## config.mk

```make
export PLATFORM = sky130hd
export DESIGN_NAME = rrx_exec
export DESIGN_NICKNAME = d
export VERILOG_FILES = /design/src/rrx_pkg.sv /design/src/rrx_exec.sv /design/src/rrx_rotl.sv
export SDC_FILE = /design/constraint.sdc
export NUM_CORES = 1
export LEC_CHECK = 0
export BUFFER_PORTS_ARGS = -buffer_cell sky130_fd_sc_hd__buf_2
export CAP_MARGIN = 20
export CORE_MARGIN = 2
export CORE_UTILIZATION = 47
export DETAILED_ROUTE_END_ITERATION = 7
export PLACE_DENSITY = 0.82
export RECOVER_POWER = 100
export SETUP_SLACK_MARGIN = 0.1
export SKIP_CTS_REPAIR_TIMING = 1
export SLEW_MARGIN = 40
export SYNTH_ARGS = -nofsm -noshare
export SYNTH_HDL_FRONTEND = slang
export SYNTH_HIERARCHICAL = 1
export SYNTH_SLANG_ARGS = --single-unit
```

## constraint.sdc

```tcl
create_clock -name i_clk_sys -period 1.4 [get_ports i_clk_sys]
set_input_delay 0.14 -clock i_clk_sys [delete_from_list [all_inputs] [get_ports i_clk_sys]]
set_output_delay 0.14 -clock i_clk_sys [all_outputs]
set_load 0.1 [all_outputs]
```

## src/rrx_pkg.sv

```systemverilog
package rrx_pkg;

    // ------------------------------------------------------------
    // operation select codes
    // ------------------------------------------------------------
    typedef enum logic [3:0]
    {
        RRX_OP_NONE                             = 4'h0,
        RRX_OP_OR_INTO_MEMORY                   = 4'h1,
        RRX_OP_SUBROUTINE_EXIT                  = 4'h2,
        RRX_OP_SUBROUTINE_EXIT_WITH_LITERAL     = 4'h3,
        RRX_OP_INTERRUPT_EXIT                   = 4'h4,
        RRX_OP_ROTATE_LEFT_PLAIN                = 4'h5,
        RRX_OP_ROTATE_LEFT_TO_ACCUMULATOR       = 4'h6,
        RRX_OP_ROTATE_LEFT_THROUGH_CARRY        = 4'h7,
        RRX_OP_ROTATE_LEFT_CARRY_TO_ACCUMULATOR = 4'h8
    } rrx_op_t;

    // ------------------------------------------------------------
    // widths, bit positions and reset values
    // ------------------------------------------------------------
    localparam int          RRX_DATA_W   = 8;
    localparam int          RRX_PC_W     = 13;
    localparam int          RRX_MSB_POS  = 7;
    localparam int          RRX_LSB_POS  = 0;
    localparam logic [7:0]  RRX_BYTE_RST = 8'h00;
    localparam logic [12:0] RRX_PC_RST   = 13'h0000;

endpackage : rrx_pkg

```

## src/rrx_exec.sv

```systemverilog
`timescale 1ns/1ps
// Functional notes
// - or accumulator into memory, update zero
// - return: pc from stack, flags kept
// - return with literal: also load accumulator
// - interrupt return: pc from stack, enable set
// - pending interrupt served before resuming there
// - rotate memory left, bit7 to bit0
// - rotate left into accumulator, memory kept
// - nine-bit rotate through carry into memory
// - nine-bit rotate through carry into accumulator
module rrx_exec (
    input  wire logic                i_clk_sys,
    input  wire logic                i_rst_n,
    input  wire logic                i_valid,
    input  wire logic [3:0]          i_op,
    input  wire logic [7:0]          i_mem_rdata,
    input  wire logic [7:0]          i_literal,
    input  wire logic [12:0]         i_stack_top,
    input  wire logic                i_irq_pending,
    output logic      [7:0]          o_acc,
    output logic                     o_carry,
    output logic                     o_zero,
    output logic                     o_global_interrupt_enable,
    output logic      [12:0]         o_pc,
    output logic                     o_pc_load,
    output logic                     o_stack_pop,
    output logic                     o_irq_take,
    output logic                     o_mem_we,
    output logic      [7:0]          o_mem_wdata
);

    // ------------------------------------------------------------
    // rotation datapath
    // ------------------------------------------------------------
    rrx_pkg::rrx_op_t op;
    logic [7:0]       rot_byte;
    logic             rot_carry;
    logic             thru_carry;

    assign op         = rrx_pkg::rrx_op_t'(i_op);
    assign thru_carry = (op == rrx_pkg::RRX_OP_ROTATE_LEFT_THROUGH_CARRY) ||
                        (op == rrx_pkg::RRX_OP_ROTATE_LEFT_CARRY_TO_ACCUMULATOR);

    rrx_rotl #(
        .W (rrx_pkg::RRX_DATA_W)
    ) u_rotl (
        .i_byte       (i_mem_rdata),
        .i_carry      (o_carry),
        .i_thru_carry (thru_carry),
        .o_byte       (rot_byte),
        .o_carry      (rot_carry)
    );

    // ------------------------------------------------------------
    // architectural state
    // ------------------------------------------------------------
    logic [7:0]  acc_q, acc_d;
    logic        carry_q, carry_d;
    logic        zero_q, zero_d;
    logic        gie_q, gie_d;
    logic [12:0] pc_q, pc_d;
    logic        pc_load_q, pc_load_d;
    logic        pop_q, pop_d;
    logic        irq_take_q, irq_take_d;
    logic        mem_we_q, mem_we_d;
    logic [7:0]  mem_wdata_q, mem_wdata_d;
    logic [7:0]  or_res;

    assign or_res = i_mem_rdata | acc_q;

    // next-state decode for one executed instruction
    always_comb
    begin
        acc_d       = acc_q;
        carry_d     = carry_q;
        zero_d      = zero_q;
        gie_d       = gie_q;
        pc_d        = pc_q;
        pc_load_d   = 1'b0;
        pop_d       = 1'b0;
        irq_take_d  = 1'b0;
        mem_we_d    = 1'b0;
        mem_wdata_d = mem_wdata_q;
        if (i_valid)
        begin
            unique case (op)
                rrx_pkg::RRX_OP_OR_INTO_MEMORY:
                begin
                    mem_we_d    = 1'b1;
                    mem_wdata_d = or_res;
                    zero_d      = (or_res == 8'h00);
                end
                rrx_pkg::RRX_OP_SUBROUTINE_EXIT:
                begin
                    pc_d      = i_stack_top;
                    pc_load_d = 1'b1;
                    pop_d     = 1'b1;
                end
                rrx_pkg::RRX_OP_SUBROUTINE_EXIT_WITH_LITERAL:
                begin
                    pc_d      = i_stack_top;
                    pc_load_d = 1'b1;
                    pop_d     = 1'b1;
                    acc_d     = i_literal;
                end
                rrx_pkg::RRX_OP_INTERRUPT_EXIT:
                begin
                    pc_d       = i_stack_top;
                    pc_load_d  = 1'b1;
                    pop_d      = 1'b1;
                    gie_d      = 1'b1;
                    irq_take_d = i_irq_pending;
                end
                rrx_pkg::RRX_OP_ROTATE_LEFT_PLAIN:
                begin
                    mem_we_d    = 1'b1;
                    mem_wdata_d = rot_byte;
                end
                rrx_pkg::RRX_OP_ROTATE_LEFT_TO_ACCUMULATOR:
                begin
                    acc_d = rot_byte;
                end
                rrx_pkg::RRX_OP_ROTATE_LEFT_THROUGH_CARRY:
                begin
                    mem_we_d    = 1'b1;
                    mem_wdata_d = rot_byte;
                    carry_d     = rot_carry;
                end
                rrx_pkg::RRX_OP_ROTATE_LEFT_CARRY_TO_ACCUMULATOR:
                begin
                    acc_d   = rot_byte;
                    carry_d = rot_carry;
                end
                default:
                begin
                    acc_d = acc_q; // other codes execute nothing here
                end
            endcase
        end
    end

    // register all state
    always_ff @(posedge i_clk_sys or negedge i_rst_n)
    begin
        if (!i_rst_n)
        begin
            acc_q       <= rrx_pkg::RRX_BYTE_RST;
            carry_q     <= 1'b0;
            zero_q      <= 1'b0;
            gie_q       <= 1'b0;
            pc_q        <= rrx_pkg::RRX_PC_RST;
            pc_load_q   <= 1'b0;
            pop_q       <= 1'b0;
            irq_take_q  <= 1'b0;
            mem_we_q    <= 1'b0;
            mem_wdata_q <= rrx_pkg::RRX_BYTE_RST;
        end
        else
        begin
            acc_q       <= acc_d;
            carry_q     <= carry_d;
            zero_q      <= zero_d;
            gie_q       <= gie_d;
            pc_q        <= pc_d;
            pc_load_q   <= pc_load_d;
            pop_q       <= pop_d;
            irq_take_q  <= irq_take_d;
            mem_we_q    <= mem_we_d;
            mem_wdata_q <= mem_wdata_d;
        end
    end

    // outputs straight from flops
    assign o_acc                     = acc_q;
    assign o_carry                   = carry_q;
    assign o_zero                    = zero_q;
    assign o_global_interrupt_enable = gie_q;
    assign o_pc                      = pc_q;
    assign o_pc_load                 = pc_load_q;
    assign o_stack_pop               = pop_q;
    assign o_irq_take                = irq_take_q;
    assign o_mem_we                  = mem_we_q;
    assign o_mem_wdata               = mem_wdata_q;
endmodule : rrx_exec

```

## src/rrx_rotl.sv

```systemverilog
`timescale 1ns/1ps
// ------------------------------------------------------------
// one-bit left rotation, circular or through a carry bit
// ------------------------------------------------------------
module rrx_rotl #(
    parameter int W = 8
) (
    input  wire logic [W-1:0] i_byte,
    input  wire logic         i_carry,
    input  wire logic         i_thru_carry,
    output logic      [W-1:0] o_byte,
    output logic              o_carry
);

    // bit 0 takes old msb, or old carry when rotating through carry
    always_comb
    begin
        o_byte  = {i_byte[W-2:0], (i_thru_carry ? i_carry : i_byte[W-1])};
        o_carry = i_byte[W-1];
    end

endmodule : rrx_rotl

```

==> results.yml, run 1 <==
status:
  status: "finished, final reports clean"
power:
  seqPwrFrac_pct: 28.8
  p_int_mw: 2.417
  finalPower_mw: 4.939
  swShare_pct: 51.07
  clock_power_share_pct: 21.8
  p_switching_mw: 2.522
  ir_worst_vdd_v: 0.001102
  powerDensity_mw_per_mm2: 2082
  combPwrFrac_pct: 49.4
  p_leak_nw: 1.178
timing:
  setup_viol: 0
  setup_slack_ps: 34.18
  slew_viol_final: 0
  max_freq_mhz: 732.2
  worst_slew_pin_slew_ps: 730.6
  fin_crit_sh_pct: 97.56
  rsz0062_at_grt: "yes"
  hold_viol: 0
  skew_ps: 4.144
  period_needed_ps: 1366
  slew_headroom_pct: 51.29
route:
  antenna_left: 0
  viasPerCell: 4.909
  dr.pass1.iters: 4
  via_count: 1350
  wirelength_um: 3847
  drt-initial-drc-count: 56
  remaining_drc_errors: 0
  wl_per_cell_um: 13.99
layout:
  drive_above_1_share_pct: 62.11
  fillers: 308
  antenna_cells: 0
  nets: 263
  seq_area_um2: 900.9
  multi_input_area_um2: 763.2
  final_cell_mix: "37 x buf_2, 34 x clkbuf_2, 25 x dfrtp_1"
  final_common_cell: "buf_2"
  syn_to_final_growth_pct: 34.56
die:
  rows: 22
  die_area_mm2: 0.004257
  core_area_mm2: 0.003633
  die_y_um: 65.25
  pin_count: 73
  dieWidth_um: 65.25
  start_util_pct: 48.52
worst_setup_path:
  required_ps: 1580
  critPathMaxFanout: 4
  critPathCaptureType: "flip-flop"
  cp.arrival_ps: 1540
  critPathLaunchType: "primary input"
  critical_path_class: "in2reg"
global_route:
  antenna_found_initial: 0
  grt_overflow: 0
  grt_pass1_vias: 1303
  grt_max_degree: 36
  grt_pass1_wl_um: 6092
  use_met3_pct: 5.308
  use_met2_pct: 31.63
  grt.busiest_layer: "met2"
  grt_usage_pct: 18.97
  met1_usage_pct: 24.55
logic_synthesis:
  ys_warn_count: 6
  syn-num-nets: 185
  syn_area_mm2: 0.001763
  synth-seq-cells: 35
  synth_area_leaders: "dfrtp_1 50%, mux2_2 13%, mux2_4 8.5%"
  synthCells: 148
  synth_flop_cell: "dfrtp_1"
  syn_area_per_cell_um2: 11.91
  yosys.area.top_type: "dfrtp_1"
  synthArstFlopShare_pct: 100.0
  synth_top_area_share_pct: 49.68
  yosysUniqueCellTypes: 29
  yosysSeqAreaShare_pct: 49.68
  synth-edff-count: 0
placed_design:
  dpl.hpwl_um: 2780
  pre_cts_slack_ps: -246.3
  globalplace.congestion: 0.8115
  io_buffer_count: 72
cts:
  clk_latency_ps: 290
  cts_buffers: 5
  root_buffer: "clkbuf_8"
  clock_path_buffers: 2
  cts_tree: "yes"
  htreeDepth: 2
  clock-sinks: 35
  clk_pin_slew_ps: 70
worst_hold_path:
  min_path_type: "in2reg"
flow_run:
  maxCapViolations: 0
[per-stage QoR]
stage	util, %	instances	setup TNS (ps)	hold slack, ps	cell area, µm²
2_1_floorplan	-	148	-2415	-155.6	1805
3_3_place_gp	60.67	265	-3658	193.3	2205
3_5_place_dp	60.67	265	-4188	193.2	2205
4_1_cts	64.43	273	0	-117.5	2341
5_1_grt	65.29	275	-10.35	48.44	2372
6_report	65.29	275	0	60.15	2372
[critical path, cell delays in order]
cell and delay, ps:
buf_4 100, and2b_2 250, a31o_2 230, mux2_4 300, mux2_4 270, mux2_4 260
[cell usage after synthesis (all sizes together), types with 2 or more instances]
cell type / instances
dfrtp: 35
mux2: 31
nand2: 17
o21ai: 17
buf: 14
nor2: 9
clkbuf: 3
inv: 3
a31o: 2
and4: 2
nand3b: 2
[final cells by class]
cell class / count / area share (%)
Clock buffer: 5 / 2.901
Timing Repair Buffer: 88 / 21.10
Clock inverter: 3 / 2.848
Multi-Input combinational cell: 93 / 32.17
Tap cell: 48 / 2.532
Inverter: 3 / 0.4747
Sequential cell: 35 / 37.97
[logic make-up after synthesis]
family / Yosys count / synth area share (%)
xor gates and xnor gates: 1 / 0.4969
AOI/OAI and AO/OA: 23 / 7.736
buffers and inverters: 20 / 8.090
and+or+nand+nor: 38 / 12.07
muxes: 31 / 21.93
DFF: 35 / 49.68
[flip-flops by register name, indices dropped and copies added, names as in the netlist]
register                   flops
o_acc                          8
o_carry                        1
o_global_interrupt_enable      1
o_irq_take                     1
o_mem_wdata                    8
o_mem_we                       1
o_pc                          13
o_stack_pop                    1
o_zero                         1
[worst paths after layout]
path	endpoint	depth (start not counted)	from	slack, ps
max in group asynchronous	o_acc[6]$_DFFE_PN0P_	3	i_rst_n	650
worst min-delay path	o_pc[11]$_DFFE_PN0P_	2	i_stack_top[11]	60
worst max-delay path	o_acc[0]$_DFFE_PN0P_	6	i_op[3]	30
worst min register to register	o_mem_wdata[5]$_DFFE_PN0P_	2	o_mem_wdata[5]$_DFFE_PN0P_	480
min in group asynchronous	o_pc[3]$_DFFE_PN0P_	3	i_rst_n	420
worst max register to register	o_acc[0]$_DFFE_PN0P_	3	o_carry$_DFFE_PN0P_	90
[layer usage]
layer / part of all wire (%) / wire length [µm]
met2: 49 / 1866
met1: 44 / 1676
met3: 7.0 / 271
met4: 0.86 / 33
met5: 0 / 0
[power by group through the flow]
stage                     Combinational (mW)  Clock [mW]  Sequential [mW]
after CTS                               2.47        1.10             1.41
final                                   2.44        1.08             1.42
after floorplan                        0.394           0             3.09
after global routing                    2.53        1.16             1.46
after global placement                  2.45           0             1.41
after detailed placement                2.46           0             1.43
Power figures use the tool's default switching activity.
==> run 2, diff against run 1 <==
Clock period 1.4 ns to 1.3 ns, I/O delays scaled along.
==> run 2 against run 1 <==
  * The flow now finishes with violations (negative setup slack)
  * Global-route usage is 0.22 points lower
  * Flip-flop and latch count unchanged
  * Via count up 2.1%
  * Power increased by 5.4%
  * Non-clock buffer count grew 4
  * Largest power group unchanged
  * Highest routed layer unchanged
  * Largest cell class unchanged
  * Cell count increased by 1.5%
  * Register-to-register slack worse by 100 ps
  * Count of clock-buffer cells in the layout increased by 2
  * Combinational power grew 19%
  * Die area stayed put
  * Design area up 6.7%
  * Clock power is 28% lower
==> results.yml, run 2 (synthesis gave the netlist of run 1 again) <==
timing:
  slew_viol_final: 0
  slew_headroom_pct: 67.49
  skew_ps: 2.009
  setup_viol: 11
  rsz0062_at_grt: "yes"
  max_freq_mhz: 728.9
  fin_crit_sh_pct: 105.5
  setup_slack_ps: -71.92
  hold_viol: 0
  period_needed_ps: 1372
  worst_slew_pin_slew_ps: 491.0
worst_hold_path:
  min_path_type: "in2reg"
  min_from: "i_stack_top[1]"
  holdPathStages: 2
  hold_end: "o_pc[1]$_DFFE_PN0P_"
die:
  core_area_mm2: 0.003633
  dieWidth_um: 65.25
  start_util_pct: 48.52
  rows: 22
  die_y_um: 65.25
  die_area_mm2: 0.004257
  pin_count: 73
layout:
  drive_above_1_share_pct: 66.23
  nets: 267
  final_common_cell: "buf_2"
  syn_to_final_growth_pct: 43.58
  largest_register_ffs: 13
  final_area_mm2: 0.002531
  antenna_cells: 0
  final_cell_mix: "36 x buf_2, 27 x clkbuf_4, 25 x dfrtp_1"
  fin_cells: 279
  fin_util_pct: 69.66
route:
  dr.pass1.iters: 4
  remaining_drc_errors: 0
  wirelength_um: 3972
  viasPerCell: 4.939
  via_count: 1378
  drt-initial-drc-count: 50
  wl_per_cell_um: 14.24
  antenna_left: 0
cts:
  root_buffer: "clkbuf_8"
  clk_pin_slew_ps: 70
  htreeDepth: 2
  clock-sinks: 35
  cts_buffers: 5
  cts_tree: "yes"
  clock_path_buffers: 2
  clk_latency_ps: 270
power:
  seqPwrFrac_pct: 29.4
  swShare_pct: 51.91
  ir_worst_vdd_v: 0.001181
  combPwrFrac_pct: 55.6
  finalPower_mw: 5.208
  p_switching_mw: 2.703
  p_leak_nw: 1.264
  clock_power_share_pct: 15.0
  powerDensity_mw_per_mm2: 2057
  p_int_mw: 2.504
placed_design:
  dp_cells: 268
  io_buffer_count: 72
  dpl.hpwl_um: 2791
  globalplace.congestion: 0.8122
  placedInstanceArea_mm2: 0.002257
worst_setup_path:
  reg2reg_to: "o_acc[0]$_DFFE_PN0P_"
  critPathMaxFanout: 4
  r2r_cells: 3
  r2r-start: "o_carry$_DFFE_PN0P_"
  required_ps: 1460
  critPathLaunchType: "primary input"
  critical_path_class: "in2reg"
  critPathCaptureType: "flip-flop"
  cp.arrival_ps: 1530
  reg2reg_slack_ps: -10
status:
  status: "finished, violations left"
  violations: "negative setup slack"
global_route:
  grt_max_degree: 36
  grt_pass1_wl_um: 6106
  antenna_found_initial: 0
  grt_usage_pct: 18.75
  grt_pass1_vias: 1348
  grt_overflow: 0
flow_run:
  maxCapViolations: 0
==> run 2: layer usage <==
metal  wire, µm  part of all wire [%]  global-route usage [%]  vias up
met5          0                     0                       0        -
met4         13                  0.33                   4.688        0
met3        353                   8.9                   5.651        2
met2       1896                    48                   32.02       62
met1       1708                    43                   23.21      644
li1           -                     -                       -      670
==> run 2: worst max-delay path by stage <==
stage                                end     from
floorplan           o_acc[0]$_DFFE_PN0P_  i_op[0]
global placement    o_acc[0]$_DFFE_PN0P_  i_op[0]
detailed placement  o_acc[0]$_DFFE_PN0P_  i_op[0]
CTS                 o_acc[0]$_DFFE_PN0P_  i_op[0]
global route        o_acc[0]$_DFFE_PN0P_  i_op[0]
finish              o_acc[0]$_DFFE_PN0P_  i_op[2]
==> run 2: cell type report <==
cell class | instances | area [µm²]
clock buffers | 7 | 86.33
inverters | 3 | 11.26
fillers | 269 | 1102
well taps | 48 | 60.06
multi-input cells | 93 | 787.0
flip-flops and latches | 35 | 900.9
clock inverters | 1 | 5.005
repair buffers | 92 | 680.7
==> run 2: stage by stage <==
stage / setup WS, ps / hold slack (ps) / setup TNS [ps]
finish: -71.92 / 85.46 / -137.5
global route: -73.21 / 67.94 / -530.5
CTS: -63.57 / -117.9 / -123.2
detailed placement: -334.8 / 178.5 / -6049
global placement: -329.7 / 182.5 / -5574
floorplan: -330.9 / -165.6 / -4015
==> run 2: power groups by stage <==
stage	Combinational [mW]	Clock, mW	Sequential (mW)
final	2.90	0.783	1.53
after global routing	2.99	0.878	1.56
after CTS	2.76	0.809	1.52
after detailed placement	2.75	0	1.54
after global placement	2.74	0	1.52
after floorplan	0.427	0	3.33
==> run 2: worst max-delay path, cell delays in order <==
cell	delay (ps)
buf_8	100
and2b_2	220
a31o_4	250
mux2_4	300
mux2_4	260
mux2_4	260
